[config.mk]
export PLATFORM = sky130hd
export DESIGN_NAME = rss_restart_search
export DESIGN_NICKNAME = d
export VERILOG_FILES = /design/src/rss_pkg.sv /design/src/rss_restart_search.sv
export SDC_FILE = /design/constraint.sdc
export NUM_CORES = 2
export LEC_CHECK = 0
export ABC_AREA = 1
export BUFFER_PORTS_ARGS = -buffer_cell sky130_fd_sc_hd__buf_4
export CORE_MARGIN = 2
export CORE_UTILIZATION = 58
export CTS_BUF_LIST = sky130_fd_sc_hd__clkbuf_2 sky130_fd_sc_hd__clkbuf_4 sky130_fd_sc_hd__clkbuf_8
export CTS_CLUSTER_DIAMETER = 120
export DETAILED_ROUTE_END_ITERATION = 12
export HOLD_SLACK_MARGIN = 0.06
export PLACE_DENSITY = 0.78
export SLEW_MARGIN = 40
export SYNTH_ARGS = -nofsm -noshare
export SYNTH_HDL_FRONTEND = slang
export SYNTH_SLANG_ARGS = --single-unit
[constraint.sdc]
create_clock -name i_clock -period 13.95 [get_ports i_clock]
set_input_delay 1.395 -clock i_clock [delete_from_list [all_inputs] [get_ports i_clock]]
set_output_delay 1.395 -clock i_clock [all_outputs]
set_load 0.05 [all_outputs]
[src/rss_pkg.sv]
// Constants, register map and types for the restart and speed search sequencer.
// Assumes a single 200 MHz clock; every time figure is converted to cycles here, the hold time to ticks.
package rss_pkg;
  localparam int CLK_MHZ    = 200;
  localparam int TICK_MS    = 100;
  localparam int TICK_CYC   = TICK_MS * 1000 * CLK_MHZ;
  localparam int RIDE_MS    = 15;
  localparam int RIDE_CYC   = RIDE_MS * 1000 * CLK_MHZ;
  localparam int PI_US      = 50;
  localparam int PI_CYC     = PI_US * CLK_MHZ;
  localparam int HOLD_S     = 30;
  localparam int HOLD_TICKS = HOLD_S * 1000 / TICK_MS;

  localparam logic [7:0] OFS_CFG   = 8'h00;
  localparam logic [7:0] OFS_GAIN  = 8'h04;
  localparam logic [7:0] OFS_RST   = 8'h08;
  localparam logic [7:0] OFS_OSEL  = 8'h0c;
  localparam logic [7:0] OFS_RATED = 8'h10;
  localparam logic [7:0] OFS_STAT  = 8'h14;
  localparam logic [7:0] OFS_ISTAT = 8'h18;
  localparam logic [7:0] OFS_IMASK = 8'h1c;

  localparam logic [15:0] ES_MAX    = 16'h001e;
  localparam logic [15:0] LIM_MIN   = 16'h0050;
  localparam logic [15:0] LIM_MAX   = 16'h00c8;
  localparam logic [15:0] LIM_DEF   = 16'h0064;
  localparam logic [15:0] KP_DEF    = 16'h0064;
  localparam logic [15:0] KI_DEF    = 16'h00c8;
  localparam logic [15:0] TRY_MAX   = 16'h000a;
  localparam logic [15:0] DLY_MAX   = 16'h0258;
  localparam logic [15:0] DLY_DEF   = 16'h000a;
  localparam logic [15:0] RATED_DEF = 16'h0064;
  localparam logic [4:0]  SEL_SEARCH = 5'h0f;
  localparam logic [4:0]  MO_DEF    = 5'h0c;
  localparam logic [4:0]  RLY_DEF   = 5'h11;

  localparam logic [9:0]  V_FULL    = 10'h3e8;
  localparam logic [4:0]  V_PER_PCT = 5'h0a;
  localparam logic [15:0] F_STEP    = 16'h0004;
  localparam logic [15:0] ACC_STEP  = 16'h0002;
  localparam int          GAIN_SH   = 10;

  localparam int TRIG_ACC = 0;
  localparam int TRIG_RST = 1;
  localparam int TRIG_IPF = 2;
  localparam int TRIG_PON = 3;

  localparam logic [2:0] CAUSE_LV  = 3'h1;
  localparam logic [2:0] CAUSE_EST = 3'h2;
  localparam logic [2:0] CAUSE_OH  = 3'h3;
  localparam logic [2:0] CAUSE_HW  = 3'h4;

  localparam int IRQ_W       = 5;
  localparam int IRQ_TRIP    = 0;
  localparam int IRQ_SSTART  = 1;
  localparam int IRQ_SDONE   = 2;
  localparam int IRQ_RESTART = 3;
  localparam int IRQ_EXHAUST = 4;

  typedef enum logic [2:0] {
    ST_IDLE   = 3'b000,
    ST_ACCEL  = 3'b001,
    ST_RUN    = 3'b010,
    ST_SEARCH = 3'b011,
    ST_TRIP   = 3'b100,
    ST_WAIT   = 3'b101
  } rss_state_t;

  typedef struct packed {
    logic [4:0]  energy_save_percent;
    logic [3:0]  search_trigger_select;
    logic [7:0]  search_current_limit;
    logic [15:0] search_prop_gain;
    logic [15:0] search_integral_gain;
    logic [3:0]  restart_try_count;
    logic [9:0]  restart_delay;
    logic [4:0]  mo_select;
    logic [4:0]  relay_select;
    logic [15:0] motor_rated_current;
  } rss_cfg_t;
endpackage : rss_pkg

[src/rss_restart_search.sv]
// Restart and speed search sequencer with APB register file and interrupt.
// Assumes protection logic and current sampling share i_clock; pins are synchronised.
`timescale 1ns/10ps
`default_nettype none

module rss_restart_search
  import rss_pkg::*;
#(
  parameter int P_TICK_CYC = TICK_CYC,
  parameter int P_RIDE_CYC = RIDE_CYC,
  parameter int P_PI_CYC   = PI_CYC
) (
  input  wire logic        i_clock,
  input  wire logic        i_arst_n,
  input  wire logic        i_psel,
  input  wire logic        i_penable,
  input  wire logic        i_pwrite,
  input  wire logic [7:0]  i_paddr,
  input  wire logic [31:0] i_pwdata,
  output logic      [31:0] o_prdata,
  output logic             o_pready,
  output logic             o_pslverr,
  input  wire logic        i_power_ok,
  input  wire logic        i_run_cmd,
  input  wire logic        i_fault_reset,
  input  wire logic        i_trip,
  input  wire logic [2:0]  i_trip_cause,
  input  wire logic [15:0] i_current,
  input  wire logic [15:0] i_cmd_freq,
  output logic      [15:0] o_freq,
  output logic      [9:0]  o_volt,
  output logic             o_gate_en,
  output logic             o_open_collector_output,
  output logic             o_relay_contact_output,
  output logic             o_irq
);

  function automatic logic [15:0] clamp(input logic [15:0] v, input logic [15:0] lo,
                                        input logic [15:0] hi);
    clamp = (v < lo) ? lo : ((v > hi) ? hi : v);
  endfunction : clamp

  // Pin synchronisers: power, run, fault reset
  logic [2:0] sync1_r;
  logic [2:0] sync2_r;
  logic [2:0] pin_in;
  assign pin_in = {i_fault_reset, i_run_cmd, i_power_ok};
  genvar g;
  generate
    for (g = 0; g < 3; g++) begin : g_sync
      always_ff @(posedge i_clock or negedge i_arst_n) begin
        if (!i_arst_n) begin
          sync1_r[g] <= 1'b0;
          sync2_r[g] <= 1'b0;
        end else begin
          sync1_r[g] <= pin_in[g];
          sync2_r[g] <= sync1_r[g];
        end
      end
    end
  endgenerate
  logic pwr_ok;
  logic run;
  logic frst_d_r;
  logic frst_pulse;
  assign pwr_ok = sync2_r[0];
  assign run    = sync2_r[1];
  assign frst_pulse = sync2_r[2] & ~frst_d_r;

  // APB slave, no wait cycle: pready answers in the first access cycle
  rss_cfg_t            cfg_r;
  logic [IRQ_W-1:0]    istat_r;
  logic [IRQ_W-1:0]    imask_r;
  logic [IRQ_W-1:0]    ev;
  rss_state_t          state_r;
  logic [3:0]          remain_r;
  logic                active_r;
  logic                wr_acc;
  logic                mapped;
  assign mapped = (i_paddr[7:5] == 3'h0) && (i_paddr[1:0] == 2'h0);
  assign wr_acc = i_psel & i_penable & o_pready & i_pwrite & mapped;

  always_ff @(posedge i_clock or negedge i_arst_n) begin
    if (!i_arst_n) begin
      o_pready  <= 1'b0;
      o_pslverr <= 1'b0;
      o_prdata  <= 32'h0;
    end else begin
      o_pready  <= i_psel & ~i_penable;
      o_pslverr <= i_psel & ~i_penable & ~mapped;
      o_prdata  <= 32'h0;
      if (i_psel && !i_penable && !i_pwrite) begin
        case (i_paddr)
          OFS_CFG:   o_prdata <= {8'h0, cfg_r.search_current_limit, 4'h0,
                                  cfg_r.search_trigger_select, 3'h0, cfg_r.energy_save_percent};
          OFS_GAIN:  o_prdata <= {cfg_r.search_integral_gain, cfg_r.search_prop_gain};
          OFS_RST:   o_prdata <= {14'h0, cfg_r.restart_delay, 4'h0, cfg_r.restart_try_count};
          OFS_OSEL:  o_prdata <= {19'h0, cfg_r.relay_select, 3'h0, cfg_r.mo_select};
          OFS_RATED: o_prdata <= {16'h0, cfg_r.motor_rated_current};
          OFS_STAT:  o_prdata <= {o_freq, 3'h0, active_r, remain_r, 5'h0, state_r};
          OFS_ISTAT: o_prdata <= {27'h0, istat_r};
          OFS_IMASK: o_prdata <= {27'h0, imask_r};
          default:   o_prdata <= 32'h0;
        endcase
      end
    end
  end

  // Configuration; written percent, limit, try count and delay are clamped into their legal ranges
  always_ff @(posedge i_clock or negedge i_arst_n) begin
    if (!i_arst_n) begin
      cfg_r.energy_save_percent   <= 5'h0;
      cfg_r.search_trigger_select <= 4'h0;
      cfg_r.search_current_limit  <= LIM_DEF[7:0];
      cfg_r.search_prop_gain      <= KP_DEF;
      cfg_r.search_integral_gain  <= KI_DEF;
      cfg_r.restart_try_count     <= 4'h0;
      cfg_r.restart_delay         <= DLY_DEF[9:0];
      cfg_r.mo_select             <= MO_DEF;
      cfg_r.relay_select          <= RLY_DEF;
      cfg_r.motor_rated_current   <= RATED_DEF;
      imask_r                     <= '0;
    end else if (wr_acc) begin
      case (i_paddr)
        OFS_CFG: begin
          cfg_r.energy_save_percent   <= 5'(clamp({11'h0, i_pwdata[4:0]}, 16'h0, ES_MAX));
          cfg_r.search_trigger_select <= i_pwdata[11:8];
          cfg_r.search_current_limit  <= 8'(clamp({8'h0, i_pwdata[23:16]}, LIM_MIN, LIM_MAX));
        end
        OFS_GAIN: begin
          cfg_r.search_prop_gain     <= i_pwdata[15:0];
          cfg_r.search_integral_gain <= i_pwdata[31:16];
        end
        OFS_RST: begin
          cfg_r.restart_try_count <= 4'(clamp({12'h0, i_pwdata[3:0]}, 16'h0, TRY_MAX));
          cfg_r.restart_delay     <= 10'(clamp({6'h0, i_pwdata[17:8]}, 16'h0, DLY_MAX));
        end
        OFS_OSEL: begin
          cfg_r.mo_select    <= i_pwdata[4:0];
          cfg_r.relay_select <= i_pwdata[12:8];
        end
        OFS_RATED: cfg_r.motor_rated_current <= i_pwdata[15:0];
        OFS_IMASK: imask_r <= i_pwdata[IRQ_W-1:0];
        default: ;
      endcase
    end
  end

  // Sticky events; a new event wins over a write-one clear in the same cycle
  always_ff @(posedge i_clock or negedge i_arst_n) begin
    if (!i_arst_n) begin
      istat_r <= '0;
      o_irq   <= 1'b0;
    end else begin
      if (wr_acc && i_paddr == OFS_ISTAT) begin
        istat_r <= (istat_r & ~i_pwdata[IRQ_W-1:0]) | ev;
      end else begin
        istat_r <= istat_r | ev;
      end
      o_irq <= |(istat_r & imask_r);
    end
  end

  // Time base: 100 ms ticks and PI update strobe
  logic [31:0] tick_cnt_r;
  logic [31:0] pi_cnt_r;
  logic        tick;
  logic        pi_stb;
  assign tick   = (tick_cnt_r == 32'(P_TICK_CYC - 1));
  assign pi_stb = (pi_cnt_r == 32'(P_PI_CYC - 1));
  always_ff @(posedge i_clock or negedge i_arst_n) begin
    if (!i_arst_n) begin
      tick_cnt_r <= 32'h0;
      pi_cnt_r   <= 32'h0;
      frst_d_r   <= 1'b0;
    end else begin
      tick_cnt_r <= tick ? 32'h0 : tick_cnt_r + 32'h1;
      pi_cnt_r   <= pi_stb ? 32'h0 : pi_cnt_r + 32'h1;
      frst_d_r   <= sync2_r[2];
    end
  end

  // Current limit check and PI terms, compared as products to avoid a divider
  logic [23:0] lim_prod;
  logic [23:0] cur_prod;
  logic        over_lim;
  logic [15:0] err;
  logic [9:0]  v_nom;
  logic [31:0] p_term;
  assign lim_prod = 24'(cfg_r.motor_rated_current * cfg_r.search_current_limit);
  assign cur_prod = 24'(i_current * 8'd100);
  assign over_lim = cur_prod > lim_prod;
  assign err      = over_lim ? 16'h0 : 16'((lim_prod - cur_prod) >> 7);
  assign p_term   = err * cfg_r.search_prop_gain;
  assign v_nom    = V_FULL - 10'(cfg_r.energy_save_percent) * 10'(V_PER_PCT);

  // Sequencer
  logic [31:0] integ_r;
  logic [31:0] dv;
  logic [31:0] ride_cnt_r;
  logic [9:0]  dly_cnt_r;
  logic [8:0]  hold_cnt_r;
  logic        hold_r;
  logic [15:0] saved_cmd_r;
  logic [2:0]  cause_r;
  logic        first_r;
  logic        ipf_r;
  logic        suppress;
  assign dv = (p_term + integ_r) >> GAIN_SH;
  assign suppress = (cause_r == CAUSE_LV) || (cause_r == CAUSE_EST) ||
                    (cause_r == CAUSE_OH) || (cause_r == CAUSE_HW);

  always_ff @(posedge i_clock or negedge i_arst_n) begin
    if (!i_arst_n) begin
      state_r     <= ST_IDLE;
      o_freq      <= 16'h0;
      o_volt      <= 10'h0;
      o_gate_en   <= 1'b0;
      active_r    <= 1'b0;
      integ_r     <= 32'h0;
      ride_cnt_r  <= 32'h0;
      dly_cnt_r   <= 10'h0;
      hold_cnt_r  <= 9'h0;
      hold_r      <= 1'b0;
      remain_r    <= 4'h0;
      saved_cmd_r <= 16'h0;
      cause_r     <= 3'h0;
      first_r     <= 1'b1;
      ipf_r       <= 1'b0;
      ev          <= '0;
    end else begin
      ev <= '0;
      if (frst_pulse) remain_r <= cfg_r.restart_try_count;
      if (hold_r && tick) begin
        if (hold_cnt_r == 9'(HOLD_TICKS - 1)) begin
          hold_r   <= 1'b0;
          remain_r <= cfg_r.restart_try_count;
        end else begin
          hold_cnt_r <= hold_cnt_r + 9'h1;
        end
      end
      ride_cnt_r <= pwr_ok ? 32'h0 : ride_cnt_r + 32'h1;
      case (state_r)
        ST_IDLE: begin
          o_gate_en <= 1'b0;
          o_freq    <= 16'h0;
          o_volt    <= 10'h0;
          if (run && pwr_ok) begin
            first_r     <= 1'b0;
            saved_cmd_r <= i_cmd_freq;
            o_gate_en   <= 1'b1;
            if (cfg_r.search_trigger_select[TRIG_ACC] ||
                (first_r && cfg_r.search_trigger_select[TRIG_PON])) begin
              state_r  <= ST_SEARCH;
              o_freq   <= i_cmd_freq;
              integ_r  <= 32'h0;
              active_r <= 1'b1;
              ev[IRQ_SSTART] <= 1'b1;
            end else begin
              state_r <= ST_ACCEL;
              o_volt  <= v_nom;
            end
          end
        end
        ST_SEARCH: begin
          if (pi_stb) begin
            if (over_lim) begin
              o_freq <= (o_freq > F_STEP) ? o_freq - F_STEP : 16'h0;
            end else begin
              integ_r <= integ_r + 32'(err * cfg_r.search_integral_gain);
              if (32'(o_volt) + dv >= 32'(v_nom)) begin
                o_volt   <= v_nom;
                state_r  <= ST_ACCEL;
                active_r <= 1'b0;
                ev[IRQ_SDONE] <= 1'b1;
              end else begin
                o_volt <= o_volt + 10'(dv);
              end
            end
          end
        end
        ST_ACCEL: begin
          o_volt <= v_nom;
          if (pi_stb) begin
            if (o_freq + ACC_STEP >= saved_cmd_r) begin
              o_freq  <= saved_cmd_r;
              state_r <= ST_RUN;
            end else begin
              o_freq <= o_freq + ACC_STEP;
            end
          end
        end
        ST_RUN: begin
          o_volt      <= v_nom;
          o_freq      <= i_cmd_freq;
          saved_cmd_r <= i_cmd_freq;
        end
        ST_TRIP: begin
          o_gate_en <= 1'b0;
          // Only a real supply loss restarts on power return; a protection LV waits
          if (ipf_r && pwr_ok && run &&
              cfg_r.search_trigger_select[TRIG_IPF]) begin
            state_r   <= ST_SEARCH;
            ipf_r     <= 1'b0;
            o_gate_en <= 1'b1;
            o_volt    <= 10'h0;
            integ_r   <= 32'h0;
            active_r  <= 1'b1;
            ev[IRQ_SSTART] <= 1'b1;
          end else if (frst_pulse) begin
            ipf_r <= 1'b0;
            if (!run) begin
              state_r <= ST_IDLE;
            end else if (cfg_r.search_trigger_select[TRIG_RST]) begin
              state_r   <= ST_SEARCH;
              o_gate_en <= 1'b1;
              o_volt    <= 10'h0;
              integ_r   <= 32'h0;
              active_r  <= 1'b1;
              ev[IRQ_SSTART] <= 1'b1;
            end else begin
              state_r   <= ST_ACCEL;
              o_gate_en <= 1'b1;
              o_freq    <= 16'h0;
            end
          end
        end
        ST_WAIT: begin
          o_gate_en <= 1'b0;
          if (tick) dly_cnt_r <= dly_cnt_r + 10'h1;
          if (dly_cnt_r >= cfg_r.restart_delay) begin
            remain_r   <= remain_r - 4'h1;
            state_r    <= ST_SEARCH;
            o_gate_en  <= 1'b1;
            o_volt     <= 10'h0;
            integ_r    <= 32'h0;
            active_r   <= 1'b1;
            hold_r     <= 1'b1;
            hold_cnt_r <= 9'h0;
            ev[IRQ_SSTART]  <= 1'b1;
            ev[IRQ_RESTART] <= 1'b1;
          end
        end
        default: state_r <= ST_IDLE;
      endcase
      // Frequency is held in o_freq across a trip so the search can resume from it
      if (state_r == ST_SEARCH || state_r == ST_ACCEL || state_r == ST_RUN) begin
        if (!run) begin
          state_r   <= ST_IDLE;
          active_r  <= 1'b0;
          o_gate_en <= 1'b0;
        end else if (ride_cnt_r >= 32'(P_RIDE_CYC)) begin
          state_r   <= ST_TRIP;
          cause_r   <= CAUSE_LV;
          ipf_r     <= 1'b1;
          o_gate_en <= 1'b0;
          active_r  <= 1'b0;
          hold_r    <= 1'b0;
          ev[IRQ_TRIP] <= 1'b1;
        end else if (i_trip) begin
          cause_r   <= i_trip_cause;
          o_gate_en <= 1'b0;
          active_r  <= 1'b0;
          hold_r    <= 1'b0;
          dly_cnt_r <= 10'h0;
          ev[IRQ_TRIP] <= 1'b1;
          if (remain_r != 4'h0 && !(i_trip_cause == CAUSE_LV ||
              i_trip_cause == CAUSE_EST || i_trip_cause == CAUSE_OH ||
              i_trip_cause == CAUSE_HW)) begin
            state_r <= ST_WAIT;
          end else begin
            state_r <= ST_TRIP;
            if (remain_r == 4'h0 && !suppress) ev[IRQ_EXHAUST] <= 1'b1;
          end
        end
      end
    end
  end

  // Search indication on the selectable outputs
  always_ff @(posedge i_clock or negedge i_arst_n) begin
    if (!i_arst_n) begin
      o_open_collector_output <= 1'b0;
      o_relay_contact_output  <= 1'b0;
    end else begin
      o_open_collector_output <= (cfg_r.mo_select == SEL_SEARCH) & active_r;
      o_relay_contact_output  <= (cfg_r.relay_select == SEL_SEARCH) & active_r;
    end
  end

endmodule : rss_restart_search

`default_nettype wire

==> results.md <==
* CTS tree: built
* TritonRoute pass-1 iters at 6
* Final Hold Vio Count at 0
* Largest net degree at the start of global routing at 91
* Slowest-stage cell, CP: dfstp_2
* Leakage power total at 27.17 nW
* Worst Hold Depth at 0
* Syn-to-layout area delta at 11.73%
* Fill cells at 6384
* Layout cells sized above 1 at 11.07%
* CP peak stage delay at 0.58 ns
* Sw Ratio at 55.13%
* Pwr dens at 269.2 nW/µm²
* Setup CP Type: flip-flop to flip-flop
* CTS Hold Bufs at 0
* Final setup violation count at 0
* Grt total ovfl at 0
* Top-level port count at 148
* Syn avg cell area at 7.730 µm²
* WL final at 133.4 mm
* Reg2Reg Depth at 69
* Core area at 76200 µm²
* Max-slew violations at 0
* Clk Latency, worst-skew pair at 0.75 ns
* Crit path max-delay family: adder cells
* CTS Buffer Depth at 3
* Sw Pwr at 7.420 mW
* CTS buffer count at 61
* Post-Syn Instances at 5788
* Gpl congestion at 1.043
* Slew HR at 40.17%
* PnR worst setup slack at 0.4720 ns
* Internal reg-to-reg setup slack at 0.47 ns
* Util after Layout at 65.60%
* H-tree depth at 2
* First-pass GRT wire length at 210.0 mm
* Worst Path Max Fanout at 8
* Post-place setup slack at -0.08284 ns
* EDFF count, synth at 0
* Clock skew at 0.07721 ns
* Port Buffers at 147
* Gate power share at 82.1%
* Critical path endpoint category: flip-flop
* Final Cycle Share at 96.62%
* Worst EP arrival at 14.09 ns
* Synth Flop Type: dfrtp_1
* Share of power burned in registers at 8.8%
* Crit path launch type: flip-flop
* Worst Hold Class: flip-flop to flip-flop
* DR iter-0 viols at 3415
* Die area at 79380 µm²
* Register area share after synthesis at 19.74%
* Via count at 38920
* Register bit total from synthesis at 352
* WL per Instance at 18.93 µm
* Dpl hpwl at 105.9 mm
* Tot Pwr at 13.46 mW
* CTS clock-pin slew for the worst setup and hold paths at 0.07 ns
* Nets at 6988
* Vias in the first global route at 39500
* Netlist cell types at 72
* Critical path depth in cells at 69
* Status: finished clean
* Fmax at 0.07419 GHz
* Hold slack at 0.3554 ns
* Max-cap violations at 0
* CP required at 14.56 ns
* Die height at 281.7 µm
* Mapped Area at 44740 µm²
* Maximum vdd drop at 0.8221 mV
* Row count at 101
* Clk sinks at 352
* Residual DRC count at 0
* Clk pwr share at 9.0%
* Total track usage at 34.05%
* CP Buf/Inv Count at 16
* Root Driver: clkbuf_8
* Via density at 5.521
* Int Power at 6.039 mW
* Initial antenna violation count at 4
* Die W at 281.7 µm
* Starting Density at 58.72%
* Measured slew at the worst slew-check pin at 0.8974 ns
* Synthesized net count at 6813
* Final Critical Period at 13.48 ns
* Post-synth ARST share at 100.0%
* Routed Antenna Nets at 0
* Synth warn at 0
==> metal layers <==
layer	wire length [µm]	track usage (%)	share of wire, %
met1	52390	44.27	39
met2	59690	53.32	45
met5	13	0	0.0097
met3	13260	7.789	9.9
met4	8091	17.85	6.1
==> through the flow <==
stage                     setup TNS (ns)  area, µm²  instances
after global routing              -1.284      49990       7048
after global placement                 0      47120       6884
final                                  0      49990       7049
after detailed placement         -0.3110      47140       6884
after CTS                              0      48730       7000
after floorplan                        0      44740       5788
==> power by group through the flow <==
| stage | Sequential [mW] | Clock, mW | Combinational (mW) |
|---|---|---|---|
| after CTS | 1.19 | 1.23 | 10.8 |
| after detailed placement | 1.21 | 0 | 10.7 |
| after global placement | 1.21 | 0 | 10.5 |
| after global routing | 1.20 | 1.27 | 12.5 |
| final | 1.19 | 1.22 | 11.1 |
| after floorplan | 1.26 | 0 | 8.13 |
==> worst paths after layout <==
check | startpoint | to
setup / recovery | cfg_r[74]$_DFFE_PN1P_ | active_r$_DFF_PN0_
hold / removal | sync1_r[0]$_DFF_PN0_ | pwr_ok$_DFF_PN0_
setup reg to reg | cfg_r[74]$_DFFE_PN1P_ | active_r$_DFF_PN0_
hold reg to reg | sync1_r[0]$_DFF_PN0_ | pwr_ok$_DFF_PN0_
max in group asynchronous | i_arst_n | tick_cnt_r[26]$_DFF_PN0_
min in group asynchronous | i_arst_n | integ_r[27]$_DFFE_PN0P_
==> logic make-up (layout without fill, tap and decap cells) <==
kind of cell               after synthesis  in the layout  share of synthesized area, %
adders and majority gates              941            941                         35.46
and+or+nand+nor                       2083           2084                         19.50
buffers and inverters                 1598           1825                         13.53
other                                    1              4                      0.008381
muxes                                    1              1                       0.02517
AOI/OAI and AO/OA                      626            626                         8.101
DFF                                    352            352                         19.74
xor gates and xnor gates               186            186                         3.641
==> synthesized netlist by cell type (6+ instances only) <==
| cell | count | area, µm² |
|---|---|---|
| o21bai_1 | 9 | 67.56 |
| dfrtp_1 | 333 | 8333 |
| inv_2 | 10 | 37.54 |
| clkbuf_1 | 116 | 435.4 |
| o211ai_1 | 22 | 165.2 |
| o22ai_1 | 29 | 181.4 |
| xnor2_1 | 60 | 525.5 |
| clkinv_1 | 11 | 41.29 |
| o21ai_1 | 8 | 40.04 |
| buf_1 | 14 | 52.55 |
| nand4_1 | 46 | 287.8 |
| nand2_1 | 1233 | 4628 |
| o2111ai_1 | 12 | 105.1 |
| nor2_1 | 454 | 1704 |
| a221oi_1 | 17 | 148.9 |
| a31oi_1 | 18 | 112.6 |
| nor2_2 | 19 | 118.9 |
| nand3_1 | 149 | 745.7 |
| xor2_1 | 126 | 1104 |
| inv_1 | 1408 | 5285 |
| nor3_2 | 9 | 90.09 |
| nor4_1 | 27 | 168.9 |
| nand2_2 | 21 | 131.4 |
| a21oi_1 | 220 | 1101 |
| o221ai_1 | 6 | 52.55 |
| ha_1 | 396 | 4955 |
| nor2_4 | 6 | 67.56 |
| nor3_1 | 76 | 380.4 |
| nand3_2 | 13 | 130.1 |
| dfstp_2 | 19 | 499.2 |
| fa_1 | 545 | 10910 |
| a211oi_1 | 6 | 45.04 |
| a41oi_1 | 6 | 52.55 |
| o21ai_0 | 219 | 1096 |
| buf_2 | 36 | 180.2 |
==> registers in the layout, indices dropped and copies added (netlist names), 4 cells and up <==
signal / flops
hold_cnt_r: 9
istat_r: 5
integ_r: 32
o_prdata: 32
imask_r: 5
dly_cnt_r: 10
pi_cnt_r: 32
remain_r: 4
ride_cnt_r: 32
o_freq: 16
o_volt: 10
cfg_r: 89
saved_cmd_r: 16
ev: 5
tick_cnt_r: 32
==> repair_timing <==
item | 4_1_cts | 5_1_grt
buffers inserted | 0 | 43
endpoints found under the hold margin | 0 | 0
cloned | 0 | 2
pin swaps | 1 | 85
endpoints found under the setup margin | 8 | 13
gates resized for setup | 6 | 191
==> layout make-up <==
type	count	area, µm²	share of cell area, %
Timing Repair inverter	1	5.005	0.01001
Inverter	1429	5381	10.76
Timing Repair Buffer	279	2221	4.442
Clock buffer	86	1159	2.318
Sequential cell	352	8837	17.68
Multi-Input combinational cell	3839	30680	61.37
Antenna cell	3	7.507	0.01502
Clock inverter	30	414.1	0.8284
Tap cell	1030	1289	2.578
==> cell usage in the layout (no fill, tap or decap), drive strengths merged, types with 86 or more instances in the layout <==
cell / instances
o21ai: 228
a21oi: 225
xor2: 126
ha: 396
nand2: 1258
fa: 545
clkbuf: 86
inv: 1420
nand3: 163
nor2: 479
dfrtp: 333
buf: 279
Power figures use the tool's default switching activity.
